### src/rtl/hbu_pkg.sv
// Constants shared by the host bus unit and its write queue
package hbu_pkg;
  localparam int unsigned CLK_HZ = 40_000_000;
  localparam int unsigned BUS_W = 16;
  localparam int unsigned ADDR_W = 8;
  localparam int unsigned BE_W = 4;
  localparam int unsigned ENTRY_W = ADDR_W + BE_W + BUS_W;
  localparam int unsigned FIFO_DEPTH = 32;
  // Pin synchroniser: strobes and command in the low bits, lanes above
  localparam int unsigned PIN_W = BUS_W + 5;
  localparam int unsigned PIN_CS = 0;
  localparam int unsigned PIN_RD = 1;
  localparam int unsigned PIN_WR = 2;
  localparam int unsigned PIN_CMD = 3;
  localparam int unsigned PIN_STRAP = 4;
  localparam int unsigned PIN_LANE0 = 5;
  localparam logic [PIN_W-1:0] PIN_RST = 21'h000007;
  // Receive data pointer configuration bits
  localparam int unsigned CFG_ENDIAN_BIT = 11;
  localparam int unsigned CFG_WR_PULSE_BIT = 12;
  // Command phase field layout in 16-bit mode
  localparam int unsigned CMD_ADDR_HI = 7;
  localparam int unsigned CMD_ADDR_LO = 2;
  localparam int unsigned CMD_BE_HI = 15;
  localparam int unsigned CMD_BE_LO = 12;
  localparam logic [ADDR_W-1:0] ADDR_RST = 8'h00;
  localparam logic [BE_W-1:0] BE_RST = 4'h0;
  // Internal write pulse: least delay after the strobe falls
  localparam int unsigned WR_PULSE_NS = 50;
  localparam int unsigned WR_PULSE_CYC =
    (WR_PULSE_NS * (CLK_HZ / 1_000_000) + 999) / 1000 < 1 ? 1 :
    (WR_PULSE_NS * (CLK_HZ / 1_000_000) + 999) / 1000;
  localparam int unsigned STRAP_SAMPLE_CYC = 3;
  typedef enum logic [3:0] {
    WS_IDLE = 4'b0001,
    WS_DELAY = 4'b0010,
    WS_RISE = 4'b0100,
    WS_PUSH = 4'b1000
  } wr_state_t;
endpackage : hbu_pkg

### src/rtl/hbu_stream_if.sv
// Valid/ready word stream between the bus unit and its queue
`timescale 1ns/1ps
interface hbu_stream_if #(
  parameter int unsigned WIDTH = 28
);
  logic [WIDTH-1:0] data;
  logic valid;
  logic ready;
  modport src (output data, output valid, input ready);
  modport snk (input data, input valid, output ready);
endinterface : hbu_stream_if

### src/rtl/hbu_fifo.sv
// Synchronous FIFO with valid/ready on both sides
`timescale 1ns/1ps
module hbu_fifo #(
  parameter int unsigned WIDTH = 28,
  parameter int unsigned DEPTH = 32
) (
  input wire logic clk_i,
  input wire logic rst_n_i,
  input wire logic ce_i,
  hbu_stream_if.snk push_if,
  hbu_stream_if.src pop_if
);
  localparam int unsigned AW = $clog2(DEPTH);
  if (DEPTH < 2 || (1 << AW) != DEPTH) begin : g_chk
    $error("hbu_fifo: DEPTH must be a power of two, at least 2");
  end
  logic [WIDTH-1:0] mem [DEPTH];
  logic [AW:0] wptr_ff;
  logic [AW:0] rptr_ff;
  wire full = (wptr_ff[AW] != rptr_ff[AW]) && (wptr_ff[AW-1:0] == rptr_ff[AW-1:0]);
  wire empty = (wptr_ff == rptr_ff);
  wire do_push = ce_i && push_if.valid && !full;
  wire do_pop = ce_i && pop_if.ready && !empty;
  assign push_if.ready = !full;
  assign pop_if.valid = !empty;
  assign pop_if.data = mem[rptr_ff[AW-1:0]];

  always_ff @(posedge clk_i) begin
    if (do_push) begin
      mem[wptr_ff[AW-1:0]] <= push_if.data;
    end
  end

  always_ff @(posedge clk_i or negedge rst_n_i) begin
    if (!rst_n_i) begin
      wptr_ff <= '0;
      rptr_ff <= '0;
    end else begin
      if (do_push) begin
        wptr_ff <= wptr_ff + 1'b1;
      end
      if (do_pop) begin
        rptr_ff <= rptr_ff + 1'b1;
      end
    end
  end
endmodule : hbu_fifo

### src/rtl/host_bus_unit.sv
// Shared-bus host interface unit: command and data phases over one bus
// Summary of operation
// - 16-bit mode takes bytes and words; 8-bit bytes
// - Byte swapping done inside; lanes wired straight
// - Command low: data over all sixteen lanes in 16-bit mode, lanes 7:0 in 8-bit
// - 16-bit command write loads address and enables
// - Accesses accepted only with chip select low
// - Interrupt output low when interrupt pending
// - Write data caught by internal timed pulse
// - Endian strap: low little, high big
// - Strap low: config bit 11 picks endianness
// - Command read returns latched address, plus enables in 16-bit mode
// - Single and burst transfers, no address latch
`timescale 1ns/1ps
module host_bus_unit
  import hbu_pkg::*;
#(
  parameter int unsigned DEPTH = FIFO_DEPTH
) (
  input wire logic REF_CLK_I,
  input wire logic RESET_N_I,
  input wire logic CE_I,
  input wire logic BUS16_I,
  input wire logic ENDIAN_STRAP_I,
  input wire logic CMD_I,
  input wire logic CHIP_SELECT_N_I,
  input wire logic READ_STROBE_N_I,
  input wire logic WRITE_STROBE_N_I,
  input wire logic [BUS_W-1:0] SHARED_BUS_I,
  output logic [BUS_W-1:0] SHARED_BUS_O,
  output logic SHARED_BUS_OE_O,
  input wire logic IRQ_I,
  output logic IRQ_OUT_N_O,
  input wire logic [BUS_W-1:0] RX_DATA_POINTER_CFG_I,
  output logic BIG_ENDIAN_O,
  output logic [ADDR_W-1:0] CMD_ADDR_O,
  output logic [BE_W-1:0] CMD_BE_O,
  output logic WR_VALID_O,
  input wire logic WR_READY_I,
  output logic [ADDR_W-1:0] WR_ADDR_O,
  output logic [BE_W-1:0] WR_BE_O,
  output logic [BUS_W-1:0] WR_DATA_O,
  output logic OVERRUN_O,
  output logic RD_REQ_O,
  input wire logic [BUS_W-1:0] RD_DATA_I
);
  if (DEPTH < 2) begin : g_chk
    $error("host_bus_unit: DEPTH must be at least 2");
  end

  function automatic logic [BUS_W-1:0] swap16(input logic [BUS_W-1:0] d, input logic sw);
    swap16 = sw ? {d[7:0], d[15:8]} : d;
  endfunction : swap16

  function automatic logic [BE_W-1:0] byte_be(input logic [1:0] a);
    byte_be = BE_W'(4'h1 << a);
  endfunction : byte_be

  logic [PIN_W-1:0] s1_ff, s2_ff, s3_ff, pin_ff, pin_prev_ff;
  logic big_strap_ff;
  logic [2:0] strap_cnt_ff;
  wr_state_t wst_ff, nxt_wst;
  logic [2:0] dly_ff;
  logic cmd_at_ff;
  logic [ADDR_W-1:0] addr_ff;
  logic [BE_W-1:0] be_ff;
  logic [ENTRY_W-1:0] entry_ff;
  logic rd_pend_ff;
  logic rd_req_ff;
  logic [BUS_W-1:0] bus_out_ff;
  logic oe_ff;
  logic irq_n_ff;
  logic ovr_ff;

  wire [PIN_W-1:0] pins = {SHARED_BUS_I, ENDIAN_STRAP_I, CMD_I, WRITE_STROBE_N_I,
                           READ_STROBE_N_I, CHIP_SELECT_N_I};
  // Only bits whose last two stages agree move on
  wire [PIN_W-1:0] nxt_pin = (s2_ff & s3_ff) | (pin_ff & (s2_ff ^ s3_ff));
  wire [BUS_W-1:0] lanes = pin_ff[PIN_LANE0 +: BUS_W];
  wire cs_act = !pin_ff[PIN_CS];
  wire cmd_lvl = pin_ff[PIN_CMD];
  wire wr_fall = !pin_ff[PIN_WR] && pin_prev_ff[PIN_WR];
  wire wr_rise = pin_ff[PIN_WR] && !pin_prev_ff[PIN_WR];
  wire rd_fall = !pin_ff[PIN_RD] && pin_prev_ff[PIN_RD];
  wire rd_act = !pin_ff[PIN_RD];
  wire pulse_cfg = RX_DATA_POINTER_CFG_I[CFG_WR_PULSE_BIT];
  // Pulled-up strap forces big endian; otherwise the config bit decides
  wire big = big_strap_ff | RX_DATA_POINTER_CFG_I[CFG_ENDIAN_BIT];
  wire wr_start = (wst_ff == WS_IDLE) && wr_fall && cs_act;
  wire dly_done = (wst_ff == WS_DELAY) && (dly_ff == 3'h0);
  wire capture = dly_done || ((wst_ff == WS_RISE) && wr_rise);
  wire [ADDR_W-1:0] cmd_addr16 = {lanes[CMD_ADDR_HI:CMD_ADDR_LO], 2'b00};
  wire [BE_W-1:0] cmd_be16 = lanes[CMD_BE_HI:CMD_BE_LO];
  wire [ADDR_W-1:0] cmd_addr8 = lanes[ADDR_W-1:0];
  wire [1:0] lane_sel8 = {addr_ff[1], addr_ff[0] ^ big};
  // 8-bit mode takes a single byte; 16-bit mode the latched enables
  wire [BE_W-1:0] data_be = BUS16_I ? be_ff : byte_be(lane_sel8);
  wire [BUS_W-1:0] data_wr = BUS16_I ? swap16(lanes, big) :
                             {lanes[7:0], lanes[7:0]};
  wire [BUS_W-1:0] cmd_read = BUS16_I ? {be_ff, 4'h0, addr_ff[7:2], 2'b00} :
                              {8'h00, addr_ff};
  wire [BUS_W-1:0] data_read = BUS16_I ? swap16(RD_DATA_I, big) :
                               {8'h00, lane_sel8[0] ? RD_DATA_I[15:8] : RD_DATA_I[7:0]};
  wire push_ready;

  hbu_stream_if #(.WIDTH(ENTRY_W)) push_s ();
  hbu_stream_if #(.WIDTH(ENTRY_W)) pop_s ();

  assign push_s.data = entry_ff;
  assign push_s.valid = (wst_ff == WS_PUSH);
  assign push_ready = push_s.ready;
  assign pop_s.ready = WR_READY_I;
  assign WR_VALID_O = pop_s.valid;
  assign {WR_ADDR_O, WR_BE_O, WR_DATA_O} = pop_s.data;

  hbu_fifo #(.WIDTH(ENTRY_W), .DEPTH(DEPTH)) u_queue (
    .clk_i(REF_CLK_I),
    .rst_n_i(RESET_N_I),
    .ce_i(CE_I),
    .push_if(push_s),
    .pop_if(pop_s)
  );

  always_comb begin
    nxt_wst = wst_ff;
    unique case (wst_ff)
      WS_IDLE: begin
        if (wr_start) begin
          nxt_wst = pulse_cfg ? WS_DELAY : WS_RISE;
        end
      end
      WS_DELAY, WS_RISE: begin
        if (capture) begin
          nxt_wst = cmd_at_ff ? WS_IDLE : WS_PUSH;
        end
      end
      WS_PUSH: begin
        // A full queue holds the entry here; the next write is lost
        if (push_ready) begin
          nxt_wst = WS_IDLE;
        end
      end
      default: nxt_wst = WS_IDLE;
    endcase
  end

  always_ff @(posedge REF_CLK_I or negedge RESET_N_I) begin
    if (!RESET_N_I) begin
      s1_ff <= PIN_RST;
      s2_ff <= PIN_RST;
      s3_ff <= PIN_RST;
      pin_ff <= PIN_RST;
      pin_prev_ff <= PIN_RST;
    end else if (CE_I) begin
      s1_ff <= pins;
      s2_ff <= s1_ff;
      s3_ff <= s2_ff;
      pin_ff <= nxt_pin;
      pin_prev_ff <= pin_ff;
    end
  end

  // Strap is caught once; stages refill from reset first, so the last sample counts
  always_ff @(posedge REF_CLK_I or negedge RESET_N_I) begin
    if (!RESET_N_I) begin
      strap_cnt_ff <= 3'h0;
      big_strap_ff <= 1'b0;
    end else if (CE_I && strap_cnt_ff != 3'(STRAP_SAMPLE_CYC + 1)) begin
      strap_cnt_ff <= strap_cnt_ff + 3'h1;
      big_strap_ff <= nxt_pin[PIN_STRAP];
    end
  end

  always_ff @(posedge REF_CLK_I or negedge RESET_N_I) begin
    if (!RESET_N_I) begin
      wst_ff <= WS_IDLE;
      dly_ff <= 3'h0;
      cmd_at_ff <= 1'b0;
      ovr_ff <= 1'b0;
    end else if (CE_I) begin
      wst_ff <= nxt_wst;
      ovr_ff <= (wst_ff == WS_PUSH) && !push_ready && wr_fall && cs_act;
      if (wr_start) begin
        cmd_at_ff <= cmd_lvl;
        dly_ff <= 3'(WR_PULSE_CYC - 1);
      end else if (wst_ff == WS_DELAY) begin
        dly_ff <= dly_ff - 3'h1;
      end
    end
  end

  // Address stays until the next command write, so bursts need no latch
  always_ff @(posedge REF_CLK_I or negedge RESET_N_I) begin
    if (!RESET_N_I) begin
      addr_ff <= ADDR_RST;
      be_ff <= BE_RST;
      entry_ff <= '0;
    end else if (CE_I && capture) begin
      if (cmd_at_ff) begin
        addr_ff <= BUS16_I ? cmd_addr16 : cmd_addr8;
        be_ff <= BUS16_I ? cmd_be16 : byte_be(cmd_addr8[1:0]);
      end else begin
        entry_ff <= {addr_ff, data_be, data_wr};
      end
    end
  end

  // Read data is formed one cycle after the request, then held
  always_ff @(posedge REF_CLK_I or negedge RESET_N_I) begin
    if (!RESET_N_I) begin
      rd_pend_ff <= 1'b0;
      rd_req_ff <= 1'b0;
      bus_out_ff <= '0;
      oe_ff <= 1'b0;
      irq_n_ff <= 1'b1;
    end else if (CE_I) begin
      irq_n_ff <= !IRQ_I;
      oe_ff <= cs_act && rd_act;
      rd_req_ff <= rd_fall && cs_act && !cmd_lvl;
      rd_pend_ff <= rd_req_ff;
      if (rd_fall && cs_act && cmd_lvl) begin
        bus_out_ff <= cmd_read;
      end else if (rd_req_ff) begin
        bus_out_ff <= data_read;
      end
    end
  end

  assign RD_REQ_O = rd_req_ff;
  assign SHARED_BUS_O = bus_out_ff;
  assign SHARED_BUS_OE_O = oe_ff;
  assign IRQ_OUT_N_O = irq_n_ff;
  assign BIG_ENDIAN_O = big;
  assign CMD_ADDR_O = addr_ff;
  assign CMD_BE_O = be_ff;
  assign OVERRUN_O = ovr_ff;
endmodule : host_bus_unit

### config.mk
export PLATFORM = sky130hd
export DESIGN_NAME = host_bus_unit
export DESIGN_NICKNAME = d
export VERILOG_FILES = /design/src/rtl/hbu_pkg.sv /design/src/rtl/hbu_stream_if.sv /design/src/rtl/hbu_fifo.sv /design/src/rtl/host_bus_unit.sv
export SDC_FILE = /design/constraint.sdc
export NUM_CORES = 1
export LEC_CHECK = 0
export BUFFER_PORTS_ARGS = -buffer_cell sky130_fd_sc_hd__buf_4
export CORE_UTILIZATION = 55
export DETAILED_ROUTE_END_ITERATION = 16
export PLACE_DENSITY = 0.69
export SYNTH_ARGS = -nofsm -noshare
export SYNTH_HDL_FRONTEND = slang
export SYNTH_SLANG_ARGS = --single-unit
### constraint.sdc
create_clock -name REF_CLK_I -period 3.9 [get_ports REF_CLK_I]
set_input_delay 0.39 -clock REF_CLK_I [delete_from_list [all_inputs] [get_ports REF_CLK_I]]
set_output_delay 0.39 -clock REF_CLK_I [all_outputs]
set_load 0.01 [all_outputs]
# Word-level counts from Yosys, hierarchy flattened
# Memory sizes are Yosys's and may differ from the RTL's.
# Index checks and enable logic that the tools add are counted.
# W data, S select, Z words.
[word_totals] ff_bits=171 mem_bits_rw=896 out_inout_bits=62 n_memories=1
[op_classes] add_sub_neg=4 eq_ne=11 shifts=2 muxes=21 bitwise_logic=7 reduce_logical=40
[mem_list] name="u_queue.mem" words=32 width=28 read_ports=1 rd_clocked_by_memory_dff=0 write_ports=1 line_no="hbu_fifo.sv:17" text="logic [WIDTH-1:0] mem [DEPTH];"
[op_table] operator="$mux W16" n=7
[op_table] operator="$and A21 B21 Y21" n=2
[op_table] operator="$mux W4" n=6
[op_table] operator="$logic_and A1 B1 Y1" n=21
[op_table] operator="$or A21 B21 Y21" n=1
[op_table] operator="$xor A21 B21 Y21" n=1
[op_table] operator="$add A6 B1 Y6 const B" n=2
[op_table] operator="$pmux W4 S3" n=1
[op_table] operator="$reduce_and A2 Y1" n=5
[op_table] operator="$mux W3" n=3
[op_table] operator="$logic_not A1 Y1" n=8
[op_table] operator="$mux W8" n=1
[op_table] operator="$shl A1 B2 Y4 const A" n=2
[op_table] operator="$eq A6 B6 Y1" n=1
[op_table] operator="$ne A2 B2 Y1 const B" n=3
[op_table] operator="$eq A5 B5 Y1" n=1
[op_table] operator="$eq A4 B1 Y1 const B" n=1
[op_table] operator="$eq A4 B2 Y1 const B" n=1
[op_table] operator="$eq A4 B3 Y1 const B" n=1
[op_table] operator="$eq A4 B4 Y1 const B" n=1
[op_table] operator="$reduce_and A4 Y1" n=1
[op_table] operator="$reduce_bool A2 Y1" n=2
[op_table] operator="$add A3 B1 Y3 const B" n=1
[op_table] operator="$logic_not A3 Y1" n=1
[op_table] operator="other kinds (10)" n=11

# Logic depth before layout (Yosys ltp)
# Gate-level depths: netlist of the first run.
[logic_depth] word_depth=6 mapped_depth=9 depth_no_buf=7

# Cells and area by module
# Synthesis of the first run repeated with hierarchy kept, for this count alone.
[hier_totals] hier_cells=2025 area_unflattened_um2=41160.7
[by_module_without_submodules] mod="hbu_fifo" instances=1 cells_each=1447 area_each_um2=34167.8 seq_area_each_um2=27206.1
[by_module_without_submodules] mod="host_bus_unit" instances=1 cells_each=578 area_each_um2=6993.0 seq_area_each_um2=3973.8

# Worst setup path after synthesis of the first run
# Ideal clock, no wire load.
[synth_timing] kind="register to register" startpoint="reg u_queue.rptr_ff[0]" endpoint="mem u_queue.mem[30][0] (enable)" setup_ps=413 t_arrival_ps=2538 required_time_ps=3487 path_slack_ps=949 path_stages_with_launch=8 n_path_buf=2 path_cell_list="dfrtp_1 > buf_6 > xnor2_1 > nand4_1 > o211a_1 > buf_2 > nand2_1 > nor2_1"
[synth_between] elab_chain_cells=6
[synth_rtl] item="start, declared" line_no="hbu_fifo.sv:19" text="logic [AW:0] rptr_ff;"
[synth_rtl] item="start signal, assigned" line_no="hbu_fifo.sv:43" text="rptr_ff <= rptr_ff + 1'b1;"
[synth_rtl] item="$eq A5 B5 Y1" line_no="hbu_fifo.sv:20" text="wire full = (wptr_ff[AW] != rptr_ff[AW]) && (wptr_ff[AW-1:0] == rptr_ff[AW-1:0]);"
[synth_rtl] item="$logic_and A1 B1 Y1" line_no="hbu_fifo.sv:20"
[synth_rtl] item="$logic_not A1 Y1" line_no="hbu_fifo.sv:22" text="wire do_push = ce_i && push_if.valid && !full;"
[synth_rtl] item="$logic_and A1 B1 Y1" line_no="hbu_fifo.sv:22"
[synth_rtl] item="$mux W1" line_no="hbu_fifo.sv:29" text="if (do_push) begin"
[synth_rtl] item="$mux W1 (implied by the code)" line_no="hbu_fifo.sv:30" text="mem[wptr_ff[AW-1:0]] <= push_if.data;"
[synth_rtl] item="end, declared" line_no="hbu_fifo.sv:17"
# Every way passes these cells.

# Worst setup path after layout of the first run
[layout_timing] startpoint="reg u_queue.rptr_ff[1]" endpoint="out WR_ADDR_O[5]"
[layout_between] elab_chain_cells=1
[layout_rtl] item="$mem_v2 Z32 W28"
[layout_rtl] item="end, declared" line_no="host_bus_unit.sv:40" text="output logic [ADDR_W-1:0] WR_ADDR_O,"
# Every way passes these cells.

==> reports/results.ini, run 1 <==
[run_status]
status=finished clean

[route]
postRouteAntennaNets=0
via_per_inst=6.28
drc=0
dr.first_iter.drc_count=2032
wl_per_cell_um=27.7
dr.pass1.iters=5
num_vias=21600
drt_wl_total_um=95100

[final_layout]
synthToLayoutAreaGrowth_pct=15.1
layout_commonest_cell=edfxtp_1
final_cell_area_sq_mm=0.0480
antenna_cells=0
drive_gt1_share_pct=28.2
mostFrequentLayoutCells=edfxtp_1 (896), buf_4 (193), mux4_2 (167)
num-fill-cells=4942
nets=2471

[logic_synthesis]
synth_cells=2155
synth_area_sq_mm=0.0417
synth.ff_latch_count=1066
synth_top_area_cell=edfxtp_1
synth_area_leaders=edfxtp_1 (65%), dfrtp_1 (9.2%), mux4_2 (9.0%)
synth_top_cell_area_share_pct=64.5
syn_nets=2244
synth_seq_area_share_pct=74.8
yosysWarnings=0
synthArstFlopShare_pct=15.9
synth.distinct_cells=64
synth_edf_count=896
syn_area_per_cell_sq_um=19.3
ys.flop_type=edfxtp_1

[sta]
setup_tns_ns=0
fin_skew_ns=0.0222
drv_slew=0
hold_violations=0
clock.fmax_mhz=265
finalSetupViolations=0
period_needed_ns=3.78
slew_headroom_pct=12.9
rsz0062_at_grt=no
post-route-period-util_pct=96.9
worst_pin_slew_ns=1.30

[die]
num_rows=100
start_util_pct=55.8
ios=121
core_area_sq_mm=0.0747
fp.dieW_um=277
die_area_sq_mm=0.0769
die_y_um=277

[pwr]
power.density_mw_per_mm2=707
peakVddDrop_mv=0.494
p_leak_nw=16.9
power_w=0.0340

[global_routing]
antenna_found_initial=4
grt_pass1_vias=22100
grt_overflow=0
grt_max_degree=94
grt_first_pass_wirelength_um=141000
track_usage_pct=25.0

[clocking]
clk_latency_ns=0.67
clk_pin_slew_worst_paths_ns=0.06
cts_tree=done
cts-root-buf=clkbuf_16
clock_path_buffers=3
clkSinkCount=1066
cts-buffers-inserted=105
htree_num_levels=3

[hold_path]
min_path_cells=3
hold_class=in -> reg

[placement]
dpl-instance-area_sq_mm=0.0443
gp_congestion=0.799
placement.io_buffers=106
post-dp-hpwl_um=55600

[critical_path]
start_kind=flop
arrival_ns=3.39
cp.required_ns=3.51
critPathCaptureType=output port
crit_fanout=39
reg2regPathDepth=6
critPathKind=reg -> out

[flow_run]
drv_cap=0

## metal layers
layer | track usage (%) | part of all wire [%] | vias up
li1 | - | - | 9238
met1 | 34.6 | 40 | 11400
met2 | 40.3 | 49 | 838
met3 | 5.12 | 7.7 | 153
met4 | 8.02 | 2.8 | 0
met5 | 0 | 0 | -
## stage by stage
step	setup WS (ns)	util (%)	hold WS, ns	cells
after floorplan	0.949	-	0.0944	2155
after global placement	0.621	59.3	0.461	3210
after detailed placement	0.592	59.3	0.465	3210
after CTS	0.00426	64.1	0.0401	3429
after global routing	0.0504	64.3	0.0590	3437
final	0.121	64.3	0.0621	3437
## kinds of logic after synthesis
group                      Yosys count  share of synthesized area, %
AOI/OAI and AO/OA                  310                          5.28
and+or+nand+nor                    204                          2.25
adders and majority gates           30                         0.900
xor gates and xnor gates            23                         0.501
muxes                              391                          14.7
DFF                               1066                          74.8
buffers and inverters              131                          1.64
## cells in the mapped netlist (all sizes together) (27+ instances only)
cell type,n
o21ai,42
dfrtp,154
edfxtp,896
nand2,73
mux2i,139
mux2,85
ha,30
o221ai,28
a22oi,46
buf,70
nor2,76
clkbuf,50
a21oi,82
mux4,167
o22ai,27
## report_power, final
part	total [W]	switching, W	internal [W]
logic	0.00861	0.00463	0.00398
registers	0.0156	0.00163	0.0140
clock network	0.00972	0.00418	0.00555
## cell type report
type | count | area (sq um) | share of cell area (%)
Timing Repair Buffer | 239 | 2110 | 4.40
Tap cell | 969 | 1210 | 2.53
Sequential cell | 1066 | 31200 | 65.0
Inverter | 11 | 41.3 | 0.0860
Clock inverter | 71 | 584 | 1.22
Clock buffer | 122 | 2740 | 5.70
Multi-Input combinational cell | 959 | 10100 | 21.1
## flip-flops by register name, indices dropped and copies added, names as in the netlist, 8 cells and up
name          cells
pin_ff           21
CMD_ADDR_O        8
u_queue.mem     896
s1_ff            21
entry_ff         28
s3_ff            21
s2_ff            21
SHARED_BUS_O     16
## path summary, 6_finish.rpt
path | start | to | slack (ns)
setup / recovery | u_queue.rptr_ff[1] | WR_ADDR_O[5] | 0.12
hold / removal | CE_I | pin_ff[6] | 0.06
setup reg to reg | u_queue.rptr_ff[0] | u_queue.mem[31][22] | 0.55
hold reg to reg | strap_cnt_ff[2] | strap_cnt_ff[2] | 0.48
max in group asynchronous | RESET_N_I | s1_ff[1] | 2.53
min in group asynchronous | RESET_N_I | SHARED_BUS_O[2] | 0.38
## critical path, stage by stage (launching register included)
cell and delay (ns):
dfrtp_4 0.75, and2b_2 0.62, buf_12 0.35, a211oi_1 0.13, buf_4 0.20, a22oi_1 0.44, buf_4 0.22
## timing repair
| action | in CTS | in global routing |
|---|---|---|
| hold endpoints to repair | 116 | 0 |
| resized for setup | 0 | 0 |
| cloned | 1 | 0 |
| setup endpoints to repair | 12 | 5 |
| buffers inserted | 1 | 8 |
| hold buffers | 24 | 0 |
No activity file was read; power rests on OpenSTA's default activity.
==> run 2, diff against run 1 <==
--- a/config.mk
+++ b/config.mk
@@ -5,6 +5,7 @@
 export SDC_FILE = /design/constraint.sdc
 export NUM_CORES = 1
 export LEC_CHECK = 0
+export ABC_AREA = 1
 export BUFFER_PORTS_ARGS = -buffer_cell sky130_fd_sc_hd__buf_4
 export CORE_UTILIZATION = 55
 export DETAILED_ROUTE_END_ITERATION = 16
==> run 2 against run 1 <==
Combinational power is 6.5% higher. Power decreased by 1.4%. Global-route usage grew 1.9 points. Critical endpoint is now WR_ADDR_O[4]. Sequential cell count unchanged. Non-clock buffer count shrank 17. Highest routed layer unchanged. Synthesized cell count rose by 87%. Setup slack better by 0.18 ns. Clock skew grew 0.0020 ns.
==> reports/results.ini, run 2 <==
[run_status]
status=finished clean

[critical_path]
reg2regPathDepth=7
critPathKind=reg -> out
slowest_stage=buf_4
critPathCaptureType=output port
path_cells=buf_4 -> nand3_1 -> nand3_1 -> nand2_1 -> nor2_1 -> nand2_1 -> nand2_1 -> inv_1 -> buf_4
r2r_slack_ns=0.81
r2r_start=wst_ff[1]
path_common_cell=nand2_1
critPathLaunch=u_queue.rptr_ff[1]
reg2reg_to=u_queue.mem[30][20]
start_kind=flop
cp_slowest_stage_delay_ns=0.84
crit_fanout=79
cp.required_ns=3.51
endpoint=WR_ADDR_O[4]
arrival_ns=3.21

[logic_synthesis]
synthMuxAreaShare_pct=0
yosys.cell_count.top_type=nand2_1
synthArstFlopShare_pct=15.9
yosys.area_share.xor_xnor_pct=0.259
syn_area_per_cell_sq_um=10.9
synth.distinct_cells=36
synth_cells=4030
synth_area_sq_mm=0.0440
synth_edf_count=896
synth_common_cells=nand2_1 (1060), edfxtp_1 (896), nor2_1 (602)
synth_top_cell_area_share_pct=61.1
synth_top_area_cell=edfxtp_1
synth.ff_latch_count=1066
syn_nets=4119
yosysWarnings=0
synth_top_family_by_area=simple AND/OR/NAND/NOR gates
yosys.area_share.simple_pct=19.0
synth_seq_area_share_pct=70.9
synth_compound_area_share_pct=5.60
synth_fa_ha_area_share_pct=0.853
synth_area_leaders=edfxtp_1 (61%), nand2_1 (9.0%), dfrtp_1 (8.8%)
ys.flop_type=edfxtp_1

[sta]
period_needed_ns=3.60
clock.fmax_mhz=278
post-route-period-util_pct=92.4
hold_violations=0
worst_pin_slew_ns=1.21
hold_slack_ns=0.0743
finalSetupViolations=0
fin_skew_ns=0.0242
setup_tns_ns=0
slew_headroom_pct=19.3
rsz0062_at_grt=no
setup_slack_ns=0.298
drv_slew=0

[die]
num_rows=103
ios=121
die_area_sq_mm=0.0811
fp.dieW_um=285
start_util_pct=55.6
core_area_sq_mm=0.0791
die_y_um=285

[final_layout]
mostFrequentLayoutCells=nand2_1 (1060), edfxtp_1 (896), nor2_1 (594)
nets=4219
drive_gt1_share_pct=9.69
multi_input_area_sq_mm=0.0115
synthToLayoutAreaGrowth_pct=12.8
num-fill-cells=6013
antenna_cells=0
postLayoutCoreUtil_pct=62.7
layout_commonest_cell=nand2_1
largest_reg_flops=896
area.sequential_sq_mm=0.0312

[global_routing]
grt_overflow=0
antenna_found_initial=0
track_usage_pct=26.9
grt_first_pass_wirelength_um=167000
grt_max_degree=187
grt_pass1_vias=28100

[route]
num_vias=29900
drt_wl_total_um=109000
postRouteAntennaNets=0
drc=0
via_per_inst=5.69
wl_per_cell_um=20.8
dr.pass1.iters=8
dr.first_iter.drc_count=3490

[clocking]
cts-root-buf=clkbuf_16
clk_pin_slew_worst_paths_ns=0.06
clkSinkCount=1066
cts_tree=done
ctsHoldBuffers=24
clk_latency_ns=0.67
clock_path_buffers=3
htree_num_levels=3
cts_resized=0
postCtsSetupBuffers=0
cts-buffers-inserted=106

[placement]
placement.io_buffers=106
dp_slack_ns=0.899
gp_congestion=0.877
post-dp-hpwl_um=60600

[flow_run]
drv_cap=0

[pwr]
power_w=0.0335
peakVddDrop_mv=0.550
power.density_mw_per_mm2=674
p_leak_nw=19.1

[hold_path]
hold_class=in -> reg

## run 2: cell types whose count changed in the layout (fill, tap and decap cells not counted), sizes merged, moves of 42 or more
cell   before   now
a22oi      46     4
inv        14   132
mux2       85     0
mux2i     139     0
mux4      167     0
nand2      73  1062
nand3      14   377
nor2       76   605
o21ai      42   398
## run 2: kinds of logic (layout without fill, tap and decap cells)
kind of cell               count (synthesis)  in the layout
and+or+nand+nor                         2078           2078
DFF                                     1066           1066
AOI/OAI and AO/OA                        485            485
buffers and inverters                    358            538
adders and majority gates                 30             30
xor gates and xnor gates                  13             13
## run 2: layout make-up
| type | instances | share of cell area, % |
|---|---|---|
| timing repair buffer | 222 | 3.81 |
| clock buffer | 142 | 5.88 |
| clock inverter | 46 | 0.668 |
| inverter | 128 | 0.998 |
| tap | 1050 | 2.65 |
| sequential | 1066 | 62.8 |
| multi-input combinational | 2606 | 23.2 |
## run 2: worst max-delay path, delay by kind of cell, from the launching register on
family | cells | cell delay [ns]
buffers and inverters | 3 | 1.08
DFF | 1 | 0.60
and+or+nand+nor | 6 | 0.83
## run 2: metrics by stage
stage                     instance area (sq um)  std cells
after floorplan                           44000       4030
after detailed placement                  46100       5048
after CTS                                 49600       5260
after global placement                    46100       5048
after global routing                      49600       5260
final                                     49600       5260
## run 2: how the worst min path moves through the flow
| stage | from | to | depth (start not counted) |
|---|---|---|---|
| 2_1_floorplan | RESET_N_I | CMD_ADDR_O[0] | 0 |
| 4_1_cts | RD_DATA_I[0] | SHARED_BUS_O[8] | 3 |
| 6_report | RD_DATA_I[0] | SHARED_BUS_O[8] | 3 |
| 3_3_place_gp | s3_ff[0] | s3_ff[0] | 2 |
| 5_1_grt | RD_DATA_I[8] | SHARED_BUS_O[8] | 3 |
| 3_5_place_dp | s3_ff[2] | s3_ff[2] | 2 |
## run 2: report_power, final
part	total [W]	switching (W)	internal, W
combinational	0.00917	0.00636	0.00280
sequential	0.0147	0.000998	0.0137
clock	0.00960	0.00418	0.00542
total	0.0335	0.0115	0.0219
## run 2: metal layers
layer	track usage, %	part of all wire, %	up-vias	wire length, um
met1	38.3	42	14500	45500
met4	8.37	2.7	0	3000
met5	0	0	-	0
met3	3.50	7.9	198	8620
met2	43.5	48	1270	52100
li1	-	-	13900	-
